File: src/pkg/io_ports_regs.svh
// Purpose: Addresses, reset values and timing counts of the I/O ports
// Assumes: 25 MHz ref_clk
// Notes: Active-low port data, so reset values de-assert everything
`ifndef IO_PORTS_REGS_SVH
`define IO_PORTS_REGS_SVH
// ==========================================
// I/O addresses
`define ADDR_CTRL_LOW 12'h321
`define ADDR_INTERNAL 12'h322
`define ADDR_STATUS_PRI 12'h323
`define ADDR_STATUS_SEC 12'h324
`define ADDR_CTRL_HIGH 12'h325
// ==========================================
// Field layout
`define CTRL_IN_BITS 6
`define CTRL_OUT_HIGH_BITS 4
`define ST_HEALTHY 0
`define ST_SEQUENCE 2
`define ST_DIAG 3
`define ST_TEMP 4
`define ST_PRESS 5
// ==========================================
// Reset and fixed values
`define OUT_RESET 8'hFF
`define OUT_HIGH_RESET 4'hF
`define IN_PAD_ONES 2'h3
`define UNMAPPED_READ 8'hFF
// ==========================================
// Timing
`define CLK_HZ 25000000
`define KEEPALIVE_MS 5000
`define KEEPALIVE_CYCLES (`KEEPALIVE_MS * (`CLK_HZ / 1000))
`define KEEPALIVE_CNT_W 27
`endif

File: src/pkg/io_ports_pkg.sv
// Purpose: Types of the instrument digital I/O port bank
// Assumes: io_ports_regs.svh holds the numbers
// Notes: Whole module state is one packed struct
`include "io_ports_regs.svh"
package io_ports_pkg;
   typedef logic [11:0] io_addr_t;
   typedef logic [7:0] io_byte_t;
   typedef logic [`CTRL_IN_BITS-1:0] ctrl_in_t;
   typedef logic [`CTRL_OUT_HIGH_BITS-1:0] ctrl_out_high_t;
   typedef logic [`KEEPALIVE_CNT_W-1:0] keepalive_cnt_t;
   typedef struct packed {
      ctrl_in_t inLowS1;
      ctrl_in_t inLowS2;
      ctrl_in_t inHighS1;
      ctrl_in_t inHighS2;
      io_byte_t internalS1;
      io_byte_t internalS2;
      logic keepaliveS1;
      logic keepaliveS2;
      logic keepaliveLast;
      io_byte_t outLow;
      ctrl_out_high_t outHigh;
      io_byte_t statusPri;
      io_byte_t statusSec;
      io_byte_t internalOut;
      io_byte_t rdData;
      keepalive_cnt_t keepaliveCnt;
      logic relayActive;
   } state_t;
endpackage : io_ports_pkg

File: src/hw/instrument_digital_io_ports.sv
// Purpose: Digital I/O port bank decoded in I/O space
// Assumes: ioRd and ioWr are one-cycle strobes on ref_clk
// Notes: Read data is registered, valid one cycle after ioRd
// Operation
// - Read 0x321 gives control inputs 1-6 active low, bits 6-7 one
// - Read 0x325 gives control inputs 7-12 active low, bits 6-7 one
// - Write 0x321 drives control outputs 1-8, zero asserts
// - Write 0x325 drives control outputs 9-12 from bits 0-3
// - Write 0x323 drives status outputs; bits 1, 6, 7 spare
// - Write 0x324 holds eight spare secondary status bits
// - Address 0x322 reads eight spare inputs, writes eight spare outputs
`timescale 1ns/1ps
`default_nettype none
`include "io_ports_regs.svh"

module instrument_digital_io_ports #(
   parameter int KeepaliveCycles = `KEEPALIVE_CYCLES
) (
   // Clock and reset
   input wire logic ref_clk,
   input wire logic nrst,
   // I/O space access
   input wire io_ports_pkg::io_addr_t ioAddr,
   input wire logic ioRd,
   input wire logic ioWr,
   input wire io_ports_pkg::io_byte_t ioWrData,
   output logic [7:0] ioRdData,
   // External control inputs, active low
   input wire io_ports_pkg::ctrl_in_t ctrlInLowN,
   input wire io_ports_pkg::ctrl_in_t ctrlInHighN,
   // Internal spare inputs
   input wire io_ports_pkg::io_byte_t internalIn,
   // External control outputs, active low
   output logic [7:0] ctrlOutLowN,
   output logic [3:0] ctrlOutHighN,
   // Primary status outputs
   output logic healthyIndicator,
   output logic sequenceRunningIndicator,
   output logic diagnosticsIndicator,
   output logic temperatureFaultIndicator,
   output logic pressureFaultIndicator,
   output logic [2:0] statusSpare,
   // Secondary status and internal spare outputs
   output logic [7:0] statusSecondary,
   output logic [7:0] internalOut,
   // Relay board keepalive
   input wire logic relayKeepalive,
   output logic relayBoardActive
);
   import io_ports_pkg::*;

   // ==========================================
   // State
   state_t cur_r;
   state_t cur_nxt;

   logic keepaliveEdge;
   logic keepaliveExpired;
   logic selLow;
   logic selInternal;
   logic selStatusPri;
   logic selStatusSec;
   logic selHigh;

   // ==========================================
   // Address decode
   assign selLow = (ioAddr == `ADDR_CTRL_LOW);
   assign selInternal = (ioAddr == `ADDR_INTERNAL);
   assign selStatusPri = (ioAddr == `ADDR_STATUS_PRI);
   assign selStatusSec = (ioAddr == `ADDR_STATUS_SEC);
   assign selHigh = (ioAddr == `ADDR_CTRL_HIGH);

   // ==========================================
   // Keepalive watch
   // Edge taken on synchronised copies only, never the first flop
   assign keepaliveEdge = cur_r.keepaliveS2 ^ cur_r.keepaliveLast;
   assign keepaliveExpired =
      (cur_r.keepaliveCnt >= keepalive_cnt_t'(KeepaliveCycles - 1));

   // ==========================================
   // Next state
   always_comb begin
      cur_nxt = cur_r;

      // Two-flop synchronisers for all pins
      cur_nxt.inLowS1 = ctrlInLowN;
      cur_nxt.inLowS2 = cur_r.inLowS1;
      cur_nxt.inHighS1 = ctrlInHighN;
      cur_nxt.inHighS2 = cur_r.inHighS1;
      cur_nxt.internalS1 = internalIn;
      cur_nxt.internalS2 = cur_r.internalS1;
      cur_nxt.keepaliveS1 = relayKeepalive;
      cur_nxt.keepaliveS2 = cur_r.keepaliveS1;
      cur_nxt.keepaliveLast = cur_r.keepaliveS2;

      // Register reads
      if (ioRd) begin
         if (selLow) begin
            cur_nxt.rdData = {`IN_PAD_ONES, cur_r.inLowS2};
         end else if (selHigh) begin
            cur_nxt.rdData = {`IN_PAD_ONES, cur_r.inHighS2};
         end else if (selInternal) begin
            cur_nxt.rdData = cur_r.internalS2;
         end else begin
            // Write-only status ports read as a floating bus
            cur_nxt.rdData = `UNMAPPED_READ;
         end
      end

      // Register writes
      if (ioWr) begin
         case (1'b1)
            selLow: begin
               cur_nxt.outLow = ioWrData;
            end
            selHigh: begin
               cur_nxt.outHigh = ioWrData[`CTRL_OUT_HIGH_BITS-1:0];
            end
            selStatusPri: begin
               cur_nxt.statusPri = ioWrData;
            end
            selStatusSec: begin
               cur_nxt.statusSec = ioWrData;
            end
            selInternal: begin
               cur_nxt.internalOut = ioWrData;
            end
            default: begin
               cur_nxt.outLow = cur_r.outLow;
            end
         endcase
      end

      // Relay keepalive timer
      // Board only wakes on a real edge, so a stuck line stays safe
      if (keepaliveEdge) begin
         cur_nxt.keepaliveCnt = '0;
         cur_nxt.relayActive = 1'b1;
      end else if (keepaliveExpired) begin
         cur_nxt.relayActive = 1'b0;
      end else begin
         cur_nxt.keepaliveCnt = cur_r.keepaliveCnt + keepalive_cnt_t'(1);
      end
   end

   // ==========================================
   // Registers
   always_ff @(posedge ref_clk or negedge nrst) begin
      if (!nrst) begin
         cur_r <= '0;
         cur_r.inLowS1 <= '1;
         cur_r.inLowS2 <= '1;
         cur_r.inHighS1 <= '1;
         cur_r.inHighS2 <= '1;
         // Keepalive chain seeded at the idle pin level, so release is no edge
         cur_r.keepaliveS1 <= 1'b1;
         cur_r.keepaliveS2 <= 1'b1;
         cur_r.keepaliveLast <= 1'b1;
         cur_r.outLow <= `OUT_RESET;
         cur_r.outHigh <= `OUT_HIGH_RESET;
         cur_r.statusPri <= `OUT_RESET;
         cur_r.statusSec <= `OUT_RESET;
         cur_r.internalOut <= `OUT_RESET;
         cur_r.rdData <= `UNMAPPED_READ;
      end else begin
         cur_r <= cur_nxt;
      end
   end

   // ==========================================
   // Outputs
   assign ioRdData = cur_r.rdData;
   assign ctrlOutLowN = cur_r.outLow;
   assign ctrlOutHighN = cur_r.outHigh;
   // Meaning of each status bit is set by controller firmware
   assign healthyIndicator = cur_r.statusPri[`ST_HEALTHY];
   assign sequenceRunningIndicator = cur_r.statusPri[`ST_SEQUENCE];
   assign diagnosticsIndicator = cur_r.statusPri[`ST_DIAG];
   assign temperatureFaultIndicator = cur_r.statusPri[`ST_TEMP];
   assign pressureFaultIndicator = cur_r.statusPri[`ST_PRESS];
   assign statusSpare = {cur_r.statusPri[7:6], cur_r.statusPri[1]};
   assign statusSecondary = cur_r.statusSec;
   assign internalOut = cur_r.internalOut;
   assign relayBoardActive = cur_r.relayActive;

endmodule : instrument_digital_io_ports
`default_nettype wire

File: config.mk
export PLATFORM = sky130hd
export DESIGN_NAME = instrument_digital_io_ports
export DESIGN_NICKNAME = d
export VERILOG_FILES = /design/src/pkg/io_ports_pkg.sv /design/src/hw/instrument_digital_io_ports.sv
export VERILOG_INCLUDE_DIRS = /design/src /design/src/pkg
export SDC_FILE = /design/constraint.sdc
export NUM_CORES = 1
export LEC_CHECK = 0
export BUFFER_PORTS_ARGS = -buffer_cell sky130_fd_sc_hd__buf_2
export CORE_MARGIN = 2
export CORE_UTILIZATION = 45
export CTS_BUF_LIST = sky130_fd_sc_hd__clkbuf_8
export DETAILED_ROUTE_END_ITERATION = 10
export HOLD_SLACK_MARGIN = 0.12
export MAX_ROUTING_LAYER = met4
export PLACE_DENSITY = 0.65
export RECOVER_POWER = 50
export SYNTH_ARGS = -nofsm -noshare
export SYNTH_HDL_FRONTEND = slang
export SYNTH_SLANG_ARGS = --single-unit
File: constraint.sdc
create_clock -name ref_clk -period 2.8 [get_ports ref_clk]
set_input_delay 0.14 -clock ref_clk [delete_from_list [all_inputs] [get_ports ref_clk]]
set_output_delay 0.14 -clock ref_clk [all_outputs]
set_load 0.01 [all_outputs]
# Word level (Yosys, flattened, before mapping)
# Cells that the tools add are included.
dict set report totals {
  register_bits 115
  latchBits 0
  mem_bits_rw 0
  rom_bits 0
  input_bits 45
  output_inout_bits 45
  wordCells 42
  mem_count 0
}
dict set report op_classes {
  add_sub_neg 1
  n_mul 0
  div 0
  order_cmp 1
  n_eq_ne 6
  shift 0
  muxes 6
  bitwise 5
  n_reduce_logical 6
}
# operator count
set op_table {}
lappend op_table {{== test 12 x 10 -> 1 bit (second input constant)} 5}
lappend op_table {{two-way mux 28 bit} 1}
lappend op_table {{adder 27 x 1 -> 27 bit (second input constant)} 1}
lappend op_table {{>= comparator 27 bit (second input constant)} 1}
lappend op_table {{two-way mux 27 bit} 1}
lappend op_table {{two-way mux 8 bit} 3}
lappend op_table {{AND reduction 6 bit} 1}
lappend op_table {{AND reduction 5 bit} 1}
lappend op_table {{inverter 1 bit} 4}
lappend op_table {{AND reduction 4 bit} 1}
lappend op_table {{AND reduction 3 bit} 1}
lappend op_table {{!= test 2 bit (second input constant)} 1}
lappend op_table {{AND reduction 2 bit} 1}
lappend op_table {{nonzero test 2 bit} 1}
lappend op_table {{two-way mux 1 bit} 1}
lappend op_table {{bitwise XOR 1 bit} 1}

# Logic depth before layout (Yosys ltp)
dict set report logic_depth {
  ltp_word 4
  mapped_depth 8
  depth_no_buf 6
}

# Worst setup path after synthesis
# OpenSTA, ideal clock, no wires.
dict set report synth_timing {
  kind {reg-to-reg}
  start {register cur_r[1] in the netlist's numbering}
  end {register cur_r[11] in the netlist's numbering}
  setup_ps 78
  t_arrival_ps 1898
  required_ps 2722
  slack_ps 824
  path_stages_with_launch 8
  path_buffers 1
  synth_period_minus_slack_ps 1976
  cell_sequence {dfrtp_1 -> ha_1 -> and2_1 -> o21ai_1 -> a2111oi_4 -> buf_6 -> or4_1 -> a21oi_1}
}
dict set report synth_via {
  elab_chain_len 3
  elab_cells_between_ends 5
  classes_between {add/sub: 1; order compare: 1; eq/ne: 1; mux: 2}
}
# element line_no
set synth_rtl {}
lappend synth_rtl {{start, declared} instrument_digital_io_ports.sv:54} ;# state_t cur_r;
lappend synth_rtl {{start signal, assigned} instrument_digital_io_ports.sv:166} ;# cur_r <= cur_nxt;
lappend synth_rtl {{adder 27 x 1 -> 27 bit} instrument_digital_io_ports.sv:142} ;# cur_nxt.keepaliveCnt = cur_r.keepaliveCnt + keepalive_cnt_t'(1);
lappend synth_rtl {{two-way mux 27 bit} instrument_digital_io_ports.sv:139} ;# end else if (keepaliveExpired) begin
lappend synth_rtl {{two-way mux 28 bit} instrument_digital_io_ports.sv:136} ;# if (keepaliveEdge) begin
# Several ways; a longest one is shown, not always the timed one. The select of a mux whose other input is x is not followed.
# A chain may end at the register's enable or synchronous reset.

# Worst setup path after layout
dict set report layout_timing {
  start {register cur_r[1] in the netlist's numbering}
  end {register cur_r[6] in the netlist's numbering}
}
# Same word-level chain as after synthesis.

==> summary.md <==
| Metric | Value |
|---|---|
| Relative slew slack | -6.327% |
| Placed cell area | 0.005309 mm2 |
| Full die area | 0.01195 mm2 |
| Routability congestion estimate | 0.8205 |
| Final net count | 541 |
| Worst Hold Endpoint | ioRdData[5] |
| Post-detail-place hpwl | 6.467 mm |
| Mapped Avg Cell Area | 12.45 um2 |
| Worst hold path class | input port to flop |
| Cell with the most instances after synthesis | dfstp_2 |
| Setup TNS | 0 ps |
| Max FO, Critical Path | 24 |
| Area growth syn-to-layout | 20.23% |
| Library cells used by synthesis | 52 |
| IO Count | 90 |
| Core ar. | 0.01084 mm2 |
| Via/cell ratio | 5.131 |
| Starting Density | 46.05% |
| Crit path DAT | 2510 ps |
| Initial antenna violation count | 0 |
| Reg2Reg Capture Point | cur_r[6] |
| Slowest stage delay, CP | 490 ps |
| Total wire length | 9.936 mm |
| PostCTS Resize Cnt | 0 |
| Hold Path Origin | ioAddr[1] |
| Combinational family with the most area after synthesis | simple AND/OR/NAND/NOR gates |
| Family with the most delay on the worst path | simple AND/OR/NAND/NOR gates |
| CP Cell Sequence | ha_1 > and2_1 > o21ai_1 > a2111oi_4 > buf_4 > or4_1 > a21oi_1 |
| Fmax achieved | 460.1 MHz |
| Final worst path period need | 2174 ps |
| Non-filler cells, final | 648 |
| H-tree depth | 4 |
| Vias in the first global route | 3291 |
| Via Count | 3325 |
| Tcrit/Tclk final | 77.63% |
| Share of layout cells above drive strength 1 | 42.72% |
| DRC violations left | 0 |
| Root cell of the clock tree | clkbuf_8 |
| GRT Total Usage | 18.60% |
| Worst EP required | 3140 ps |
| Net Count, Synth | 447 |
| Number of buffers added on ports | 89 |
| Register area share after synthesis | 59.42% |
| Area leader, netlist | dfstp_2 |
| Synth Warn # | 0 |
| CTS tree | built |
| Crit. End Element | flop |
| Leak | 2.583 nW |
| Synth Area in Compound Gates | 9.348% |
| Mapped Cells | 401 |
| Top_reg_cell synth | dfstp_2 |
| Yosys reg bits | 115 |
| Multiplexer area fraction after synthesis | 8.321% |
| N_diodes | 0 |
| Clock Skews | 11.73 ps |
| Global route total overflow | 0 |
| CTS clk-pin slew, worst paths | 70 ps |
| Post-route cell area | 0.006002 mm2 |
| Dominant cells by area after synthesis | dfstp_2 37%, dfrtp_1 22%, mux2_2 7.9% |
| Post-synth EDFFs | 0 |
| Worst-margin pin slew | 1595 ps |
| Largest net degree at the start of global routing | 65 |
| Failing checks | capacitance limit, slew limit |
| Status | finished, violations left |
| CTS Sinks | 115 |
| Starting DRT DRC Count | 180 |
| Post-synthesis cell area | 0.004992 mm2 |
| Crit Reg-Reg Startpoint | cur_r[1] |
| Worst R2R Path Depth | 7 |
| Min-Delay Path Depth | 4 |
| Worst path bufs/invs | 1 |
| Power density cells | 575.4 mW/mm2 |
| Share of the synthesized area in the top cell type | 37.37% |
| Final setup fails | 0 |
| Pre-antenna DRT Iters | 5 |
| FP Rows | 38 |
| Die W | 109.3 um |
| Routed len/inst | 15.33 um |
| Clock Latency Late Sink | 420 ps |
| DRT antenna net count | 0 |
| WS Path Type | flop to flop |
| Max Transition Viols Final | 64 |
| Bufs on Longest Clock Path | 2 |
| Count of final hold-check violations | 0 |
| Unrepaired setup endpoints after global routing | false |
| Asr flop ratio synth | 100.0% |
| Reg2Reg Setup Slack | 630 ps |
| Worst setup SP type | flop |
| Die Ht | 109.3 um |
| First-pass GRT wire length | 16.20 mm |
| Post-CTS Setup Bufs | 0 |
| Synth Area in Adders | 0.2506% |
| CTS Buf Count | 17 |
| Synth Area in XOR/XNOR | 1.754% |
| Commonest cells post-synth | 71 x dfstp_2, 44 x dfrtp_1, 41 x buf_4 |
| Max Cap Violations | 1 |
| CP max stage cell | or4_1 |
| Placed cell count | 584 |
| Peak supply drop | 0.3067 mV |
| Simple-Gate Fraction of Synth Area | 13.23% |
==> where the power goes <==
| group | leakage [nW] | internal [mW] | switching, mW | total, mW |
|---|---|---|---|---|
| combinational | 1.06 | 0.0828 | 0.103 | 0.186 |
| sequential | 1.31 | 1.73 | 0.0214 | 1.75 |
| clock | 0.212 | 0.874 | 0.642 | 1.52 |
==> stage by stage <==
stage / hold WS (ps) / utilization, % / setup WS [ps] / power (mW)
finish: 180.3 / 55.37 / 626.4 / 3.454
global route: 210.4 / 55.37 / 456.7 / 3.611
CTS: 155.4 / 55.62 / 604.9 / 3.499
detailed placement: 246.4 / 48.97 / 627.9 / 1.934
global placement: 245.1 / 48.97 / 686.2 / 1.928
floorplan: -155.6 / - / 824.3 / 1.839
==> layout make-up <==
cell class,instances,area (um2)
multi-input cells,228,1643
fillers,896,4838
flip-flops and latches,115,2967
repair buffers,126,790.8
clock inverters,11,111.4
well taps,140,175.2
inverters,7,26.28
clock buffers,21,289.0
==> cell usage in the layout (no fill, tap or decap), drive strengths merged, types with 4 or more instances in the layout <==
cell         count
buf             73
dfstp           71
dfrtp           44
clkbuf          42
mux2            36
dlygate4sd3     32
nor2            24
nand2           20
a21oi           19
nand4           13
or4             11
inv             11
nand3           10
o31ai           10
o21ai           10
nand3b           8
o211ai           7
xor2             7
o22ai            6
nor4             6
and3             4
and2             4
==> tightest hold or removal path, stage by stage <==
cell,delay (ps)
buf_2,130
a21oi_1,70
o22ai_1,130
a41oi_1,130
==> sequential cells by signal, summed over array words and instances (netlist names), 3 cells and up <==
signal,count
statusSpare,3
cur_nxt,22
internalOut,8
cur_r,48
ioRdData,8
ctrlOutLowN,8
ctrlOutHighN,4
statusSecondary,8
==> cell families (layout without fill, tap and decap cells) <==
family / after synthesis / in the layout
AND/OR/NAND/NOR: 111 / 111
AO/OA/AOI/OAI: 69 / 69
adder cells (fa/ha/maj): 1 / 1
XOR/XNOR: 10 / 10
buffers and inverters: 58 / 165
multiplexers: 37 / 37
flip-flops: 115 / 115
==> how the worst max path moves through the flow <==
stage / startpoint / end / depth (start not counted) / slack [ps]
final: cur_r[1] / cur_r[6] / 7 / 630
after global routing: cur_r[1] / cur_r[7] / 7 / 460
after floorplan: cur_r[1] / cur_r[11] / 7 / 820
after detailed placement: cur_r[1] / cur_r[6] / 7 / 630
after CTS: cur_r[1] / cur_r[6] / 7 / 600
after global placement: ioAddr[7] / internalOut[4] / 7 / 690
==> routing by layer <==
metal | GRT usage (%) | share of wire [%] | vias up | wire length, um
met4 | 6.239 | 1.6 | 0 | 157
met3 | 6.224 | 5.6 | 16 | 559
met5 | - | 0 | - | 0
li1 | - | - | 1603 | -
met1 | 22.22 | 44 | 1616 | 4401
met2 | 29.72 | 48 | 90 | 4818
==> repair_timing <==
item / CTS / global route
setup endpoints to repair: 0 / 0
hold endpoints to repair: 96 / 0
hold buffers: 32 / 0
No activity file was read; power rests on OpenSTA's default activity.
